File: config.mk
export PLATFORM = sky130hd
export DESIGN_NAME = ecst_status
export DESIGN_NICKNAME = d
export VERILOG_FILES = /design/src/core/ecst_pkg.sv /design/src/core/ecst_status.sv /design/src/core/ecst_cksum.sv
export VERILOG_INCLUDE_DIRS = /design/src /design/src/core
export SDC_FILE = /design/constraint.sdc
export NUM_CORES = 1
export LEC_CHECK = 0
export CAP_MARGIN = 15
export CORE_ASPECT_RATIO = 0.6
export CORE_MARGIN = 5
export CORE_UTILIZATION = 50
export CTS_CLUSTER_SIZE = 10
export DETAILED_ROUTE_END_ITERATION = 10
export DONT_BUFFER_PORTS = 1
export GPL_TIMING_DRIVEN = 1
export PLACE_DENSITY_LB_ADDON = 0.12
export SETUP_SLACK_MARGIN = 0.4
export SYNTH_ARGS = -nofsm -noshare
export SYNTH_HDL_FRONTEND = slang
export SYNTH_SLANG_ARGS = --single-unit
File: constraint.sdc
create_clock -name core_clk -period 3.82 [get_ports core_clk]
set_clock_uncertainty 0.1 [all_clocks]
set_input_delay 0.382 -clock core_clk [delete_from_list [all_inputs] [get_ports core_clk]]
set_output_delay 0.382 -clock core_clk [all_outputs]
set_load 0.01 [all_outputs]
File: src/core/ecst_regs.svh
// register offsets, field positions and reset values for error status
`ifndef ECST_REGS_SVH
`define ECST_REGS_SVH
`define ECST_FAULT_FLAGS_OFS  8'h30
`define ECST_ISR_OFS          8'h3A
`define ECST_FAULT_RST        8'h00
`define ECST_BIT_UNC_ECC      7
`define ECST_BIT_UNC_CRC      6
`define ECST_BIT_THRESH       5
`define ECST_BIT_OVERRUN      4
`define ECST_BIT_HWFAULT      3
`define ECST_BIT_VECSYNC      2
`define ECST_BIT_CKSUM        1
`define ECST_BIT_OPOVR        0
`define ECST_ISR_PEND_BIT     0
`define ECST_UPPER_MASK       8'hF0
`endif

File: src/core/ecst_pkg.sv
// types shared by the error status block
package ecst_pkg;
    // one-cycle error events from the corrector
    typedef struct packed {
        logic unc_ecc;      // corrector gave up on the sector
        logic crc_done;     // correction finished, residue valid
        logic crc_nonzero;  // adjusted residue not zero
        logic thresh;       // a threshold exceeded
        logic next_crc1;    // first crc byte of next sector read
        logic hw_fault;     // internal parity error
        logic sector_start; // corrector begins a sector
    } ecst_evt_t;
    // microcontroller register port
    typedef struct packed {
        logic       wr;
        logic       rd;
        logic [7:0] addr;
        logic [7:0] wdata;
    } ecst_bus_t;
endpackage : ecst_pkg

File: src/core/ecst_status.sv
// error correction status flags, pending flag and halt/interrupt
`timescale 1ns/10ps
`include "ecst_regs.svh"
module ecst_status (
    input  wire logic              core_clk,      // 250 MHz clock
    input  wire logic              nrst,          // sync reset, low
    input  wire logic              ce,            // clock enable
    input  wire ecst_pkg::ecst_bus_t bus,         // register access
    output logic [7:0]             rdata_r,       // read data
    input  wire ecst_pkg::ecst_evt_t evt,         // corrector events
    input  wire logic              corr_busy,     // corrector working
    input  wire logic              irq_en,        // ecc interrupt enable
    input  wire logic              read_op,       // sector read active
    input  wire logic              read_cont,     // continuous read set
    input  wire logic              vec_xfer,      // vector transfer active
    input  wire logic              vector_ready_handshake, // partner ready
    input  wire logic              vector_fault_signal,    // partner fault
    input  wire logic              wr_op,         // sector write active
    input  wire logic              wr_byte_vld,   // write byte strobe
    input  wire logic [7:0]        wr_byte,       // write data byte
    input  wire logic              cks_vld,       // partner checksum here
    input  wire logic [7:0]        cks_in,        // partner checksum
    input  wire logic              xfer_active,   // data transfer active
    input  wire logic              bufaddr_wr,    // buffer address write
    input  wire logic              op_done,       // operation completed
    input  wire logic              op_ack,        // completion flag cleared
    output logic [7:0]             flags_r,       // status register
    output logic                   pend_r,        // ecc error pending
    output logic                   halt_r,        // stop operation
    output logic                   irq_r          // interrupt request
);
    // ------------------------------------------------------------
    // event decode
    // ------------------------------------------------------------
    logic [7:0] set_v;
    logic [7:0] sum_w;
    logic [1:0] done_cnt_r;
    logic       vec_prev_r;
    logic       wr_isr_pend;
    logic       opovr_evt;
    logic       quiet_upper;
    logic [7:0] gate_mask;
    logic       pend_evt;

    ecst_cksum #(.W(8)) u_cksum (
        .core_clk (core_clk),
        .nrst     (nrst),
        .ce       (ce),
        .clr      (!wr_op),
        .byte_vld (wr_byte_vld && wr_op),
        .byte_in  (wr_byte),
        .sum_r    (sum_w)
    );

    assign wr_isr_pend = bus.wr && bus.addr == `ECST_ISR_OFS
                         && bus.wdata[`ECST_ISR_PEND_BIT];
    // third completion while the first is still unacknowledged
    assign opovr_evt = op_done && !op_ack && done_cnt_r == 2'h2;

    always_comb begin
        set_v = 8'h00;
        set_v[`ECST_BIT_UNC_ECC] = evt.unc_ecc;
        set_v[`ECST_BIT_UNC_CRC] = evt.crc_done && evt.crc_nonzero
                                   && !evt.unc_ecc
                                   && !flags_r[`ECST_BIT_UNC_ECC];
        set_v[`ECST_BIT_THRESH]  = evt.thresh;
        set_v[`ECST_BIT_OVERRUN] = evt.next_crc1 && corr_busy;
        set_v[`ECST_BIT_HWFAULT] = evt.hw_fault;
        // ready held high across a vector beat is a sync error
        set_v[`ECST_BIT_VECSYNC] = (vec_xfer && vec_prev_r
                                    && vector_ready_handshake)
                                   || vector_fault_signal;
        set_v[`ECST_BIT_CKSUM]   = wr_op && cks_vld
                                   && cks_in != sum_w;
        set_v[`ECST_BIT_OPOVR]   = (bufaddr_wr && xfer_active)
                                   || opovr_evt;
    end

    // upper flags still set but raise no pending, halt or interrupt during a continuous read
    assign quiet_upper = read_op && read_cont;
    assign gate_mask   = quiet_upper ? ~`ECST_UPPER_MASK : 8'hFF;
    assign pend_evt    = |(set_v & gate_mask);

    // ------------------------------------------------------------
    // history registers
    // ------------------------------------------------------------
    // vector ready sampled a cycle back for the sync check
    always_ff @(posedge core_clk) begin
        if (!nrst) begin
            vec_prev_r <= 1'b0;
        end else if (ce) begin
            vec_prev_r <= vec_xfer && vector_ready_handshake;
        end
    end

    // unacknowledged completions; saturates at two
    always_ff @(posedge core_clk) begin
        if (!nrst) begin
            done_cnt_r <= 2'h0;
        end else if (ce) begin
            if (op_ack) begin
                done_cnt_r <= op_done ? 2'h1 : 2'h0;
            end else if (op_done && done_cnt_r != 2'h2) begin
                done_cnt_r <= done_cnt_r + 2'h1;
            end
        end
    end

    // ------------------------------------------------------------
    // status flags
    // ------------------------------------------------------------
    // set wins over clear so no event is lost at the clear edge
    always_ff @(posedge core_clk) begin
        if (!nrst) begin
            flags_r <= `ECST_FAULT_RST;
        end else if (ce) begin
            if (wr_isr_pend) begin
                flags_r <= set_v;
            end else if (evt.sector_start) begin
                flags_r <= (flags_r & ~`ECST_UPPER_MASK) | set_v;
            end else begin
                flags_r <= flags_r | set_v;
            end
        end
    end

    // pending flag, halt and interrupt
    always_ff @(posedge core_clk) begin
        if (!nrst) begin
            pend_r <= 1'b0;
            halt_r <= 1'b0;
            irq_r  <= 1'b0;
        end else if (ce) begin
            pend_r <= pend_evt || (pend_r && !wr_isr_pend);
            halt_r <= (pend_evt && irq_en)
                      || (halt_r && !wr_isr_pend);
            irq_r  <= (pend_evt && irq_en)
                      || (irq_r && !wr_isr_pend);
        end
    end

    // ------------------------------------------------------------
    // read port; writes to the status offset are ignored
    // ------------------------------------------------------------
    always_ff @(posedge core_clk) begin
        if (!nrst) begin
            rdata_r <= 8'h00;
        end else if (ce && bus.rd) begin
            unique case (bus.addr)
                `ECST_FAULT_FLAGS_OFS: rdata_r <= flags_r;
                `ECST_ISR_OFS:         rdata_r <= {7'h00, pend_r};
                default:               rdata_r <= 8'h00;
            endcase
        end
    end
endmodule : ecst_status

File: src/core/ecst_cksum.sv
// 8-bit running checksum over write-path bytes
`timescale 1ns/10ps
module ecst_cksum #(
    parameter int W = 8                 // checksum width
) (
    input  wire logic         core_clk,   // clock
    input  wire logic         nrst,       // sync reset, active low
    input  wire logic         ce,         // clock enable
    input  wire logic         clr,        // start of sector
    input  wire logic         byte_vld,   // byte strobe
    input  wire logic [W-1:0] byte_in,    // data byte
    output logic      [W-1:0] sum_r       // running checksum
);
    // xor accumulate; cheap and matches a byte-wide checker
    always_ff @(posedge core_clk) begin
        if (!nrst) begin
            sum_r <= '0;
        end else if (ce) begin
            if (clr) begin
                sum_r <= '0;
            end else if (byte_vld) begin
                sum_r <= sum_r ^ byte_in;
            end
        end
    end
endmodule : ecst_cksum

Word-level counts from Yosys, hierarchy flattened:

Cells that the tools add are included.

* register bits: 30
* bits of input ports: 58
* word-level logic and storage cells: 63
* output and inout bits: 19

* equal/unequal tests: 6
* reduce and logical (&&, ||, !) cells: 35
* bitwise gates (word level): 4
* $add $sub $neg: 1
* multiplexer cells: 9

Operator list (number)
* 8-bit two-way mux: 5
* 1-bit logical AND: 22
* 8-bit by 6-bit == test with 1-bit output (second input constant): 2
* 8-bit one-hot mux with 2 select lines: 1
* 8-bit AND: 1
* 8-bit != test: 1
* 4-bit by 8-bit bitwise OR with 8-bit output: 1
* 8-bit bitwise OR: 1
* 8-bit OR reduction: 1
* 8-bit XOR: 1
* 1-bit logical OR: 5
* 1-bit zero test: 4
* 2-bit two-way mux: 2
* 2-bit AND reduction: 2
* 2-bit by 1-bit adder with 2-bit output (second input constant): 1
* 2-bit == test (second input constant): 1
* 2-bit by 1-bit != test with 1-bit output (second input constant): 1
* 2-bit != test (second input constant): 1
* 2-bit nonzero test: 1
* 1-bit two-way mux: 1

Depth between registers and ports, before layout:

Gate-level depths: netlist (run 1).

* depth in word-level cells: 8
* gate-level depth with buffers: 6
* gate-level depth less buffers: 6

By module:

A second synthesis (run 1) with hierarchy kept.

* cell total of the unflattened synthesis: 168
* area, all modules: 1488.9 µm²

By module, submodules not included
* ecst_status: area an instance 1061.0 µm², cells each 115, seq. area each 440.4 µm², instances 1
* ecst_cksum: area an instance 427.9 µm², cells each 53, seq. area each 160.2 µm², instances 1

Worst setup path after synthesis (run 1):

OpenSTA, ideal clock, no wires.

* path type: input to register
* start point: input evt[5] (netlist name)
* end point: register halt_r
* setup time: 0.117 ns
* data arrival time: 1.702 ns
* buffers on the path: 0
* cell stages on the path: 5
* path slack: 1.901 ns
* required time: 3.603 ns
* cells stage by stage: nor4bb_1 > a2111o_1 > a2111o_1 > or2_0 > a32o_1

* cells in the longest elaborated chain, start to end: 7

RTL lines
* from (decl): RTL line ecst_status.sv:10 `input wire ecst_pkg::ecst_evt_t evt,`
* 1-bit logical AND: RTL line ecst_status.sv:63 `` set_v[`ECST_BIT_UNC_CRC] = evt.crc_done && evt.crc_nonzero ``
* 1-bit logical AND: RTL line ecst_status.sv:64 `&& !evt.unc_ecc`
* 1-bit logical AND: RTL line ecst_status.sv:63
* 8-bit AND: RTL line ecst_status.sv:82 `assign pend_evt = |(set_v & gate_mask);`
* 8-bit OR reduction: RTL line ecst_status.sv:82
* 1-bit logical AND: RTL line ecst_status.sv:135 `halt_r <= (pend_evt && irq_en)`
* 1-bit logical OR: RTL line ecst_status.sv:136 `|| (halt_r && !wr_isr_pend);`
* to (signal assigned): RTL line ecst_status.sv:135
* to (decl): RTL line ecst_status.sv:29 `output logic halt_r,`

No other way between the ends.
A chain may end at the register's enable or synchronous reset.

Worst setup path after layout (run 1):

* start point: register flags_r[7]
* end point: register halt_r

* cells in the longest elaborated chain, start to end: 6

RTL lines
* from (decl): RTL line ecst_status.sv:27 `output logic [7:0] flags_r,`
* from (signal assigned): RTL line ecst_status.sv:115 `` flags_r <= `ECST_FAULT_RST; ``
* from (signal assigned): RTL line ecst_status.sv:118 `flags_r <= set_v;`
* from (signal assigned): RTL line ecst_status.sv:120 `` flags_r <= (flags_r & ~`ECST_UPPER_MASK) | set_v; ``
* 1-bit zero test: RTL line ecst_status.sv:65 `` && !flags_r[`ECST_BIT_UNC_ECC]; ``
* 1-bit logical AND: RTL line ecst_status.sv:63
* 8-bit AND: RTL line ecst_status.sv:82
* 8-bit OR reduction: RTL line ecst_status.sv:82
* 1-bit logical AND: RTL line ecst_status.sv:135
* 1-bit logical OR: RTL line ecst_status.sv:136

No other way between the ends.

==> results of run 1 <==
state kept, by name, summed over array words and instances (netlist names):
signal / flops
done_cnt_r: 2
halt_r: 1
u_cksum.sum_r: 8
flags_r: 8
irq_r: 1
vec_prev_r: 1
rdata_r: 8
pend_r: 1
final timing paths:
check / startpoint / end / depth (start not counted)
worst min register to register: vec_prev_r / vec_prev_r / 2
worst min-delay path: nrst / u_cksum.sum_r[7] / 1
worst max register to register: flags_r[7] / halt_r / 5
worst max-delay path: flags_r[7] / halt_r / 5
worst max-delay path, delay by kind of cell (launching register included):
family | cells | cell delay [ps]
compound gates | 3 | 1060
flops | 1 | 430
simple gates | 2 | 360
stage by stage:
| stage | instances | cell area [µm²] | worst slack [ps] |
|---|---|---|---|
| floorplan | 170 | 1440 | 1900 |
| global placement | 196 | 1450 | 1810 |
| detailed placement | 196 | 1450 | 1790 |
| CTS | 204 | 1540 | 1770 |
| global route | 204 | 1540 | 1700 |
| finish | 204 | 1540 | 1760 |
area by class of cell:
class / count / share of cell area (%)
Clock buffer: 7 / 5.61
Clock inverter: 1 / 0.325
Inverter: 2 / 0.488
Multi-Input combinational cell: 130 / 51.8
Sequential cell: 30 / 39.0
Tap cell: 34 / 2.76
Yosys cell counts:
cell / number
dfxtp_1: 30
nand2_1: 30
nor2b_1: 26
a22oi_1: 14
a21oi_1: 10
nor3_1: 10
xor2_1: 8
clkbuf_1: 7
a21boi_0: 3
a32o_1: 3
nor4_1: 3
a2111o_1: 2
a32oi_1: 2
inv_1: 2
nor2_1: 2
o21ai_0: 2
a211oi_1: 1
a31o_2: 1
a31oi_1: 1
and2_0: 1
and3_1: 1
and4_1: 1
buf_2: 1
ha_1: 1
nand2b_1: 1
nand3_1: 1
nand4_1: 1
nor3b_1: 1
nor4_2: 1
nor4bb_1: 1
o211ai_1: 1
or2_0: 1
cells by family (layout without fill, tap and decap cells):
logic type	count (synthesis)	count (layout)	share of synthesized area, %
simple gates	81	81	29.7
compound gates	40	40	20.0
flops	30	30	41.8
buf+inv	10	10	2.70
xor+xnor	8	8	4.88
fa+ha+maj	1	1	0.871
power groups by stage:
stage | registers [mW] | clock network (mW) | logic [mW]
floorplan | 0.341 | 0 | 0.0477
global placement | 0.344 | 0 | 0.0443
detailed placement | 0.344 | 0 | 0.0469
CTS | 0.337 | 0.266 | 0.0471
global route | 0.339 | 0.279 | 0.0530
finish | 0.337 | 0.257 | 0.0466
metal layers:
metal | vias to the layer above | GRT usage, % | share of wire, % | wire length (µm)
li1 | 602 | - | - | -
met1 | 556 | 22.6 | 43 | 1470
met2 | 57 | 25.7 | 45 | 1550
met3 | 0 | 7.09 | 12 | 403
met4 | 0 | 4.29 | 0 | 0
met5 | - | 0 | 0 | 0
==> qor.csv, run 1 <==
stage,metric,value,unit
outcome,status,finished clean,
drt,drc,0,
power,power.switching,0.147,mW
floorplan,io_pins,77,
cts,cts_root_buf,clkbuf_8,
grt,grt_overflow,0,
cts,htreeDepth,2,
final_layout,multiInputGateArea,797,µm²
logic_synthesis,ys_ff_latch,30,
cts,cts_tree,yes,
cts,clk_latency,270,ps
power,p_leak,0.561,nW
final_layout,fin_nets,228,
floorplan,fp.dieW,79.2,µm
placement,gp_congestion,0.734,
drt,first_pass_iters,4,
placement,dp_hpwl,2620,µm
drt,vias,1215,
power,swShare,22.9,%
power,pwr-share-seq,52.7,%
critical_path,arrival,2120,ps
floorplan,fp.dieH,51.5,µm
power,ir_drop,0.221,mV
floorplan,core_area,2820,µm²
floorplan,die_area,4080,µm²
final_layout,seqCellArea,601,µm²
power,p_total,0.640,mW
critical_path,cp-end-kind,flop,
final_layout,antennaDiodeCount,0,
critical_path,path_cells,nor4bb_1 > a2111o_1 > a2111o_1 > or2_0 > a32o_1,
drt,drt_iter0_drc,59,
critical_path,path_max_fanout,4,
critical_path,cpMaxStageDelayCell,dfxtp_1,
logic_synthesis,synth.distinct_cells,32,
cts,cts_setup_buffers,0,
grt,grt_pass1_vias,1187,
grt,antenna_found_initial,0,
sta,setup_viol,0,
final_layout,drive_gt1_share,5.29,%
cts,clk_path_buf_depth,2,
sta,hold_violations,0,
critical_path,cp.required,3890,ps
logic_synthesis,synth_nets,229,
grt,grt_max_degree,32,
critical_path,r2r_slack,1760,ps
placement,portBuffers,0,
sta,hold_slack,140,ps
sta,max_freq,0.486,GHz
power,pwr-share-comb,7.3,%
final_layout,utilization,54.7,%
sta,fin_setup_tns,0,ps
logic_synthesis,synth.avg_cell_area,8.45,µm²
cts,numCtsBuffers,5,
logic_synthesis,syn-cell-area,1440,µm²
logic_synthesis,synth_largest_area_cell,dfxtp_1,
logic_synthesis,synthCells,170,
logic_synthesis,synthTopCellsByArea,"dfxtp_1, nor2b_1, nand2_1",
critical_path,cpMostUsedCell,a2111o_1,
sta,period_share,53.8,%
logic_synthesis,synth_top_area_share,41.8,%
sta,relSlewSlack,49.2,%
grt,track_usage,17.0,%
final_layout,final_cell_mix,"nand2_1, dfxtp_1, nor2b_1",
cts,cts_hold_repair.buffers,0,
power,power.density,416,nW/µm²
sta,drv_slew,0,
power,pwr-share-clk,40.0,%
floorplan,start_util,51.0,%
power,intPower,0.494,mW
cts,cts_sinks,30,
logic_synthesis,ys_seq_area_share,41.8,%
sta,rsz0062_at_grt,false,
grt,grt_pass1_wl,5380,µm
cts,cts.clk_slew.worst_paths,70,ps
drt,wl,3420,µm
sta,min_period,2060,ps
critical_path,slowest_delay,430,ps
min_path,hold_path_class,input port to flop,
drt,vias_per_cell,5.96,
flow_run,drv_cap,0,
drt,wl_per_cell,16.7,µm
sta,tightest_slew,756,ps
final_layout,nFillCells,262,
final_layout,syn_to_final_growth,7.14,%
logic_synthesis,yosysWarningCount,0,
floorplan,num_rows,15,
critical_path,critPathKind,flop to flop,
cts,cts_resized,0,
critical_path,start_kind,flop,
drt,ant_nets,0,
Power figures use the tool's default switching activity.
==> run 2, diff against run 1 <==
- clock period: 3.82 -> 1.8 ns (I/O delays scaled with it)
==> qor.csv, run 2 (synthesis results as in run 1) <==
stage,metric,value,unit
sta,period_share,97.9,%
power,pwr-share-seq,47.2,%
critical_path,path_cells,inv_2 > ha_4 > a32o_2 > a2111o_1 > or2_1 > a32o_1,
grt,grtUsageMet1,23.9,%
final_layout,drive_gt1_share,15.6,%
placement,gp_congestion,0.763,
critical_path,startpoint,done_cnt_r[0],
sta,setup_slack,37.9,ps
placement,dpl-instance-area,1490,µm²
critical_path,cpMaxStageDelayCell,dfxtp_2,
final_layout,antennaDiodeCount,0,
cts,cts.clk_slew.worst_paths,60,ps
drt,first_pass_iters,6,
final_layout,instances_no_fill,220,
grt,grt_max_degree,31,
power,pwr-share-clk,43.2,%
outcome,status,finished clean,
drt,wl_per_cell,18.0,µm
final_layout,reg.largest.list,"flags_r: 8 flops, rdata_r: 8 flops, u_cksum.sum_r: 8 flops",
final_layout,final_cell_mix,"nand2_1, dfxtp_1, nor2b_1",
critical_path,critPathKind,flop to flop,
critical_path,slowest_delay,340,ps
final_layout,fin_nets,244,
floorplan,core_area,2820,µm²
critical_path,path_max_fanout,2,
placement,dp_slack,-20.8,ps
sta,fin_setup_tns,0,ps
placement,placedCellCount,199,
critical_path,regToRegStartpoint,done_cnt_r[0],
power,p_total,1.51,mW
min_path,hold_path_class,input port to flop,
floorplan,fp.dieH,51.5,µm
sta,hold_slack,9.35,ps
drt,wl,3950,µm
sta,rsz0062_at_grt,true,
drt,drc,0,
grt,grt_busiest_layer,met2,
floorplan,io_pins,77,
sta,min_period,1760,ps
sta,tightest_slew,871,ps
power,p_leak,0.651,nW
critical_path,arrival,1830,ps
sta,max_freq,0.567,GHz
final_layout,final_cell_area,1760,µm²
final_layout,utilization,62.4,%
final_layout,nFillCells,226,
grt,grt_overflow,0,
cts,cts_tree,yes,
cts,cts_root_buf,clkbuf_8,
power,power.switching,0.345,mW
placement,portBuffers,0,
cts,clk_latency,280,ps
placement,dp_hpwl,2700,µm
sta,setup_viol,0,
final_layout,syn_to_final_growth,22.2,%
cts,htreeDepth,2,
floorplan,start_util,51.0,%
cts,cts_sinks,30,
min_path,worstHoldStart,evt[1],
grt,use_met2,31.7,%
drt,drt_iter0_drc,74,
cts,numCtsBuffers,5,
sta,hold_violations,0,
floorplan,num_rows,15,
grt,antenna_found_initial,0,
drt,ant_nets,0,
sta,relSlewSlack,41.7,%
power,ir_drop,0.463,mV
power,pwr-share-comb,9.6,%
critical_path,cp.required,1870,ps
sta,drv_slew,0,
grt,track_usage,20.0,%
critical_path,r2r_slack,40,ps
final_layout,final_common_cell,nand2_1,
floorplan,fp.dieW,79.2,µm
grt,grt_pass1_wl,6250,µm
floorplan,die_area,4080,µm²
critical_path,cp-end-kind,flop,
power,intPower,1.17,mW
flow_run,drv_cap,0,
cts,clk_path_buf_depth,2,
drt,vias,1323,
critical_path,start_kind,flop,
power,power.density,863,nW/µm²
drt,vias_per_cell,6.01,
power,swShare,22.8,%
grt,grt_use_met3,8.30,%
grt,grt_pass1_vias,1381,
[run 2: final timing paths]
check,end,depth (start not counted)
hold / removal,flags_r[3],2
hold reg to reg,vec_prev_r,2
setup reg to reg,halt_r,6
setup / recovery,halt_r,6
[run 2: final cells by class]
cell class | count | area (µm²) | share of cell area [%]
Inverter | 2 | 7.51 | 0.428
Clock inverter | 3 | 40.0 | 2.28
Multi-Input combinational cell | 130 | 848 | 48.3
Timing Repair Buffer | 16 | 143 | 8.13
Tap cell | 34 | 42.5 | 2.42
Clock buffer | 5 | 68.8 | 3.92
Sequential cell | 30 | 606 | 34.5
[run 2: timing repair]
item                                    in CTS  in global routing
hold buffers                                 9                  0
hold endpoints to repair                    30                  0
resized for setup                            7                  1
setup buffers                                3                  1
pin swaps                                    4                  3
endpoints found under the setup margin       4                 30
[run 2: power by group through the flow]
stage	registers, mW	clock network, mW	logic [mW]
2_1_floorplan	0.724	0	0.104
3_3_place_gp	0.729	0	0.0987
3_5_place_dp	0.730	0	0.105
4_1_cts	0.715	0.675	0.141
5_1_grt	0.717	0.710	0.161
6_report	0.715	0.654	0.145
[run 2: critical path: cells and delay by family, from the launching register on]
kind | cells | cell delay, ps
adder cells (fa/ha/maj) | 1 | 150
flip-flops | 1 | 340
AND/OR/NAND/NOR | 1 | 230
buffers and inverters | 1 | 50
AO/OA/AOI/OAI | 3 | 770
[run 2: metal layers]
layer  wire length, µm  vias to the layer above  share of wire [%]
met4                95                        0                2.4
met1              1640                      614                 42
met5                 0                        -                  0
met3               397                        9                 10
li1                  -                      641                  -
met2              1820                       59                 46
